File: config.mk
export PLATFORM = sky130hd
export DESIGN_NAME = sdc_calib
export DESIGN_NICKNAME = d
export VERILOG_FILES = /design/src/sdc_pkg.sv /design/src/sdc_calib.sv
export VERILOG_INCLUDE_DIRS = /design/src
export SDC_FILE = /design/constraint.sdc
export NUM_CORES = 1
export LEC_CHECK = 0
export BUFFER_PORTS_ARGS = -buffer_cell sky130_fd_sc_hd__buf_2
export CAP_MARGIN = 20
export CORE_MARGIN = 2
export CORE_UTILIZATION = 35
export CTS_CLUSTER_SIZE = 10
export DETAILED_ROUTE_END_ITERATION = 10
export GPL_ROUTABILITY_DRIVEN = 0
export SYNTH_ARGS = -nofsm -noshare
export SYNTH_HDL_FRONTEND = slang
export SYNTH_SLANG_ARGS = --single-unit
export TNS_END_PERCENT = 100
File: constraint.sdc
create_clock -name clk -period 2.6 [get_ports clk]
set_clock_uncertainty 0.05 [all_clocks]
set_input_delay 0.52 -clock clk [delete_from_list [all_inputs] [get_ports clk]]
set_output_delay 0.52 -clock clk [all_outputs]
set_load 0.02 [all_outputs]
File: src/sdc_cfg.svh
`ifndef SDC_CFG_SVH
`define SDC_CFG_SVH

// Positions of the asynchronous pin inputs in the synchroniser vector.
`define SDC_SYNC_W 5
`define SDC_IX_CALREQ 0
`define SDC_IX_TB 1
`define SDC_IX_IO 2
`define SDC_IX_TRIP 3
`define SDC_IX_FB 4

// Timebase edges that make one full timebase cycle.
`define SDC_QUAL_EDGES 2'h2

// Silence timer test pattern: low for 8 of every 128 timebase cycles.
`define SDC_LED_CNT_W 7
`define SDC_LED_ON_CYCLES 7'h08

// Silence timer in normal operation, counted in timebase cycles.
`define SDC_SIL_W 16
`define SDC_SIL_MINUTES 8
`define SDC_TB_PERIOD_US 7900
`define SDC_SIL_CYCLES ((`SDC_SIL_MINUTES * 60 * 1000000) / `SDC_TB_PERIOD_US)

`endif

File: src/sdc_pkg.sv
`include "sdc_cfg.svh"

package sdc_pkg;

    typedef enum logic {SDC_NORMAL, SDC_CAL} sdc_mode_e;

    typedef logic [`SDC_SYNC_W-1:0] sdc_sync_t;

    typedef struct packed {
        sdc_sync_t sy1;
        sdc_sync_t sy2;
        sdc_sync_t sy3;
        sdc_sync_t flt;
        logic tb_prev;
        sdc_mode_e mode;
        logic [1:0] qual_cnt;
        logic [`SDC_SIL_W-1:0] sil_cnt;
        logic emit_r;
        logic strobe_n_r;
        logic led_on_r;
        logic horn1_r;
        logic horn2_r;
        logic silenced_r;
        logic route_r;
        logic gain_r;
        logic amp_test_r;
        logic hyst_r;
        logic low_supply_r;
    } sdc_state_s;

    localparam sdc_state_s SDC_ST_RST = '{strobe_n_r: 1'b1, mode: SDC_NORMAL, default: '0};

endpackage

File: src/sdc_calib.sv
// Notes on behaviour
// - Calibration entered after request held through one full timebase cycle.
// - Calibration left after request released through one full timebase cycle.
// - Emitter drive pulses once every timebase cycle in calibration.
// - Strobe held active low throughout calibration, so low whenever clock low.
// - Emitter drive follows the timebase pin level in calibration.
// - LED pulses low for 8 of every 128 timebase cycles in calibration.
// - First horn electrode shows the smoke latch in calibration.
// - Second horn electrode shows the photo comparator in calibration.
// - I/O pin low in calibration disables amplifier, feedback, supply-trip test pins.
// - I/O pin high in calibration routes photo amplifier and enables test pins.
// - With routing, supply-trip input selects gain, not low supply; I/O pin selects routing.
// - LED pattern exercises the roughly eight minute silence timer.
`include "sdc_cfg.svh"
`timescale 1ns/1ns
`default_nettype none

module sdc_calib
    import sdc_pkg::*;
#(
    parameter logic [`SDC_SIL_W-1:0] SIL_CYCLES = `SDC_SIL_W'(`SDC_SIL_CYCLES)
) (
    // Clock and reset.
    input wire logic clk,
    input wire logic srst,
    // Asynchronous pin levels.
    input wire logic cal_request,
    input wire logic timebase_capacitor_pin,
    input wire logic io_pin,
    input wire logic supply_trip_input,
    input wire logic feedback_in,
    // Internal detector state on this clock.
    input wire logic smoke_latch,
    input wire logic photo_comp,
    input wire logic photo_amp_level,
    input wire logic silence_start,
    // Normal-mode drive from the standby logic.
    input wire logic norm_emitter,
    input wire logic norm_strobe_n,
    input wire logic norm_led_on,
    input wire logic norm_horn_first,
    input wire logic norm_horn_second,
    // Pin drive.
    output logic emitter_drive_output,
    output logic strobe_n,
    output logic led_out,
    output logic led_oe,
    output logic horn_electrode_first,
    output logic horn_electrode_second,
    // Test routing and status.
    output logic cal_mode,
    output logic route_enable,
    output logic gain_select,
    output logic amp_test_out,
    output logic hysteresis_ctrl,
    output logic low_supply_alarm,
    output logic horn_silenced
);

    sdc_state_s st_q;
    sdc_state_s st_d;

    logic tb_rise;
    logic in_cal;
    logic routed;

    always_comb begin
        st_d = st_q;
        st_d.sy1 = {feedback_in, supply_trip_input, io_pin, timebase_capacitor_pin, cal_request};
        st_d.sy2 = st_q.sy1;
        st_d.sy3 = st_q.sy2;
        for (int i = 0; i < `SDC_SYNC_W; i++) begin
            if (st_q.sy2[i] == st_q.sy3[i]) begin
                st_d.flt[i] = st_q.sy2[i];
            end
        end
        tb_rise = st_q.flt[`SDC_IX_TB] & ~st_q.tb_prev;
        st_d.tb_prev = st_q.flt[`SDC_IX_TB];

        // Mode change needs two timebase rises with the request steady.
        case (st_q.mode)
            SDC_NORMAL: begin
                if (!st_q.flt[`SDC_IX_CALREQ]) begin
                    st_d.qual_cnt = 2'h0;
                end else if (tb_rise) begin
                    if (st_q.qual_cnt + 2'h1 == `SDC_QUAL_EDGES) begin
                        st_d.mode = SDC_CAL;
                        st_d.qual_cnt = 2'h0;
                        st_d.sil_cnt = '0;
                    end else begin
                        st_d.qual_cnt = st_q.qual_cnt + 2'h1;
                    end
                end
            end
            SDC_CAL: begin
                if (st_q.flt[`SDC_IX_CALREQ]) begin
                    st_d.qual_cnt = 2'h0;
                end else if (tb_rise) begin
                    if (st_q.qual_cnt + 2'h1 == `SDC_QUAL_EDGES) begin
                        st_d.mode = SDC_NORMAL;
                        st_d.qual_cnt = 2'h0;
                        st_d.sil_cnt = '0;
                    end else begin
                        st_d.qual_cnt = st_q.qual_cnt + 2'h1;
                    end
                end
            end
            default: begin
                st_d.mode = SDC_NORMAL;
                st_d.qual_cnt = 2'h0;
            end
        endcase

        in_cal = (st_q.mode == SDC_CAL);
        routed = in_cal & st_q.flt[`SDC_IX_IO];

        // Silence timer: free-runs in calibration, counts down after silencing otherwise.
        if (in_cal && st_d.mode == SDC_CAL) begin
            if (tb_rise) begin
                st_d.sil_cnt = st_q.sil_cnt + `SDC_SIL_W'(1);
            end
        end else if (!in_cal && st_d.mode == SDC_NORMAL) begin
            // Skipped on the entry cycle so the zeroed pattern counter is not overwritten.
            if (silence_start) begin
                st_d.sil_cnt = SIL_CYCLES;
            end else if (tb_rise && st_q.sil_cnt != '0) begin
                st_d.sil_cnt = st_q.sil_cnt - `SDC_SIL_W'(1);
            end
        end

        if (in_cal) begin
            st_d.emit_r = st_q.flt[`SDC_IX_TB];
            st_d.strobe_n_r = 1'b0;
            st_d.led_on_r = (st_q.sil_cnt[`SDC_LED_CNT_W-1:0] < `SDC_LED_ON_CYCLES);
            st_d.horn1_r = smoke_latch;
            st_d.horn2_r = photo_comp;
            st_d.silenced_r = 1'b0;
            st_d.low_supply_r = 1'b0;
        end else begin
            st_d.emit_r = norm_emitter;
            st_d.strobe_n_r = norm_strobe_n;
            st_d.led_on_r = norm_led_on;
            st_d.horn1_r = norm_horn_first;
            st_d.horn2_r = norm_horn_second;
            st_d.silenced_r = (st_q.sil_cnt != '0);
            st_d.low_supply_r = st_q.flt[`SDC_IX_TRIP];
        end

        st_d.route_r = routed;
        st_d.gain_r = routed & st_q.flt[`SDC_IX_TRIP];
        st_d.amp_test_r = routed & photo_amp_level;
        st_d.hyst_r = routed & st_q.flt[`SDC_IX_FB];
    end

    always_ff @(posedge clk) begin
        if (srst) begin
            st_q <= SDC_ST_RST;
        end else begin
            st_q <= st_d;
        end
    end

    assign emitter_drive_output = st_q.emit_r;
    assign strobe_n = st_q.strobe_n_r;
    assign led_out = 1'b0;
    assign led_oe = st_q.led_on_r;
    assign horn_electrode_first = st_q.horn1_r;
    assign horn_electrode_second = st_q.horn2_r;
    assign cal_mode = (st_q.mode == SDC_CAL);
    assign route_enable = st_q.route_r;
    assign gain_select = st_q.gain_r;
    assign amp_test_out = st_q.amp_test_r;
    assign hysteresis_ctrl = st_q.hyst_r;
    assign low_supply_alarm = st_q.low_supply_r;
    assign horn_silenced = st_q.silenced_r;
endmodule // sdc_calib

`default_nettype wire

==> metrics.md <==
| Metric | Value |
|---|---|
| Status | finished clean |
| Synth Area in Compound Gates | 0.182 |
| Overall routing resource usage | 0.159 |
| Main combinational cell family by area after synthesis | simple AND/OR/NAND/NOR gates |
| Num CTS Buffers | 5 |
| Peak supply drop | 0.312 mV |
| Post-CTS Resized | 0 |
| Nature of the critical path endpoint | register |
| Pins over their slew limit | 0 |
| Mux cell area share after synthesis | 0.0239 |
| Num Clock Sinks | 51 |
| Syn Nets | 318 |
| Root Driver | clkbuf_8 |
| CTS HTree Levels | 2 |
| Comb power frac | 0.117 |
| Post-synth EDFFs | 0 |
| Startpoint Class | register |
| Die Ht | 88.7 um |
| Dominant cells by area after synthesis | dfxtp_1 (41%), nor2b_1 (4.5%), a21oi_1 (3.8%) |
| Clock Tree Buf Depth | 2 |
| Largest net degree at the start of global routing | 30 |
| Post-layout min period | 2410 ps |
| Synth Flop Type | dfxtp_1 |
| I/O pins | 29 |
| Vias in the first global route | 2033 |
| Die W | 88.7 um |
| CP Cell Sequence | inv_1 -> ha_1 -> or3b_2 -> nor4_4 -> o21ai_2 -> o31a_1 -> a311oi_1 -> o22ai_1 |
| Remaining Overflow, GRT | 0 |
| Critical Setup Path Class | reg -> reg |
| Diodes inserted | 0 |
| # DRC | 0 |
| Cts hold-fix bufs | 0 |
| Hold crit path type | in -> reg |
| Final Hold Viols | 0 |
| Post-CTS Setup Inserts | 0 |
| Hold Slack | 347 ps |
| Row Count | 30 |
| IO buf count | 27 |
| Final ANT Viol Nets | 0 |
| CP peak stage delay | 530 ps |
| Worst rel slew slack | 0.642 |
| DR pass1 iterations | 4 |
| Crit Path Max Fanout | 6 |
| DPL Wire Length | 4230 um |
| Cell variety after synth | 53 |
| Initial antenna violation count | 0 |
| CP arrival | 2560 ps |
| Max_cap viols | 0 |
| Share of layout cells above drive strength 1 | 0.185 |
| TNS Setup | 0 ps |
| Simple-Gate Fraction of Synth Area | 0.282 |
| Post-synth ARST share | 0 |
| Starting Density | 0.366 |
| Final core occ | 0.423 |
| Via density | 5.16 |
| Area delta synth->final | 15.8% |
| Critical-path top delay cell | or3b_2 |
| Dominant cell type by area after synthesis | dfxtp_1 |
| Pwr per Cell Area | 515 nW/um^2 |
| Mapped Avg Cell Area | 8.40 um^2 |
| Pleak | 1.06 nW |
| FMAX | 415 MHz |
| Final worst path period share | 0.928 |
| Initial DRC Count | 193 |
| Total wire length | 5880 um |
| Worst slew pin tran | 535 ps |
| Area of the core | 6870 um^2 |
| Post-Synth XOR/XNOR Area | 0.0419 |
| Commonest non-fill, non-tap cells in the layout | dfxtp_1 (51), buf_2 (27), nor2_1 (24) |
| Final cell count without fillers | 426 |
| Post-Syn Area | 2510 um^2 |
| Routed length per instance | 13.8 um |
| Final Net Count | 348 |
| Adder-cell share of the synthesized area | 0.0149 |
| Total net switching power | 0.414 mW |
| Sum of buffers and inverters on the critical path | 1 |
| CP Data Required Time | 2750 ps |
| Placed Cells | 418 |
| Post-synth top area share | 0.407 |
| Seq/Total Area, Yosys | 0.407 |
| Commonest non-fill, non-tap cell in the layout | dfxtp_1 |
| Final setup viols | 0 |
| Reg power frac | 0.552 |
| Syn Inst Count | 299 |
| Yosys reg bits | 51 |
| Die ar. | 7870 um^2 |
| Switching part of the total | 0.277 |
| Via count | 2198 |
| First-pass GRT wire length | 9720 um |
| RSZ-0062 raised after global routing | false |
| Tot Pwr | 1.50 mW |
| Clock power share | 0.331 |
| Reg clk slew, reported paths | 100 ps |
| Skew-Pair Late Insertion Delay | 310 ps |
| Pint | 1.08 mW |
| CTS tree | built |
| Yosys warning count | 0 |
| CP top delay family | compound AO/OA/AOI/OAI gates |
power groups by stage:
stage	combinational (mW)	clock [mW]	sequential, mW
global route	0.196	0.540	0.830
floorplan	0.112	0	0.850
finish	0.176	0.495	0.827
detailed placement	0.173	0	0.844
CTS	0.173	0.512	0.826
global placement	0.171	0	0.844
state kept, by name, indices dropped and copies added, names as in the netlist:
register               cells
horn_silenced              1
amp_test_out               1
hysteresis_ctrl            1
st_d                      11
emitter_drive_output       1
st_q                      28
led_oe                     1
route_enable               1
horn_electrode_second      1
gain_select                1
low_supply_alarm           1
cal_mode                   1
strobe_n                   1
horn_electrode_first       1
stage by stage:
step           area (um^2)  worst slack (ps)
6_report              2910               188
5_1_grt               2910              33.7
4_1_cts               2890              1.02
3_5_place_dp          2800              66.7
3_3_place_gp          2800               196
2_1_floorplan         2510               300
layer usage:
layer | track usage | wire (um) | vias up
met5 | 0 | 0 | -
met4 | 0.0496 | 68 | 0
met3 | 0.0373 | 232 | 9
met2 | 0.237 | 2620 | 35
met1 | 0.226 | 2960 | 1022
li1 | - | - | 1132
worst reg2reg max path, stage by stage, from the launching register on:
cell,delay (ps)
dfxtp_1,370
inv_1,120
ha_1,190
or3b_2,530
nor4_4,230
o21ai_2,120
o31a_1,260
a311oi_1,290
o22ai_1,130
Yosys cell counts (all sizes together) (2+ instances only):
library cell and number:
dfxtp 51, nor2 24, nand2 23, a21oi 19
nor2b 18, o21ai 16, buf 11, nor3 11
clkbuf 10, xnor2 9, nand2b 8, nand4 7
nor4 7, a31oi 6, inv 6, mux2i 6
o22ai 6, or3 6, or4 6, nand3 5
o31a 4, a211oi 3, a221oi 3, and2 3
ha 3, xor2 3, a21o 2, a22oi 2
a311oi 2, and4 2, nor3b 2, o211ai 2
o31ai 2
final timing paths:
path / slack [ps] / startpoint / endpoint / depth (start not counted)
hold / removal: 350 / photo_amp_level / amp_test_out$_SDFF_PP0_ / 2
setup / recovery: 190 / st_q[12]$_SDFF_PP0_ / st_q[21]$_SDFF_PP0_ / 8
hold reg to reg: 400 / st_d[43]$_SDFF_PP0_ / st_d[38]$_SDFF_PP0_ / 1
setup reg to reg: 190 / st_q[12]$_SDFF_PP0_ / st_q[21]$_SDFF_PP0_ / 8
cells by family (layout without fill, tap and decap cells):
family / count (synthesis) / in the layout
xor+xnor: 12 / 12
simple gates: 127 / 127
compound gates: 72 / 72
fa+ha+maj: 3 / 3
flops: 51 / 51
other cells: 1 / 1
buf+inv: 27 / 58
mux: 6 / 6
final cells by class:
cell class | instances | area, um^2
Fill cell | 719 | 3960
Multi-Input combinational cell | 221 | 1390
Clock inverter | 3 | 27.5
Sequential cell | 51 | 1020
Tap cell | 96 | 120
Inverter | 6 | 22.5
Clock buffer | 5 | 68.8
Timing Repair Buffer | 44 | 263
Power figures use the tool's default switching activity.
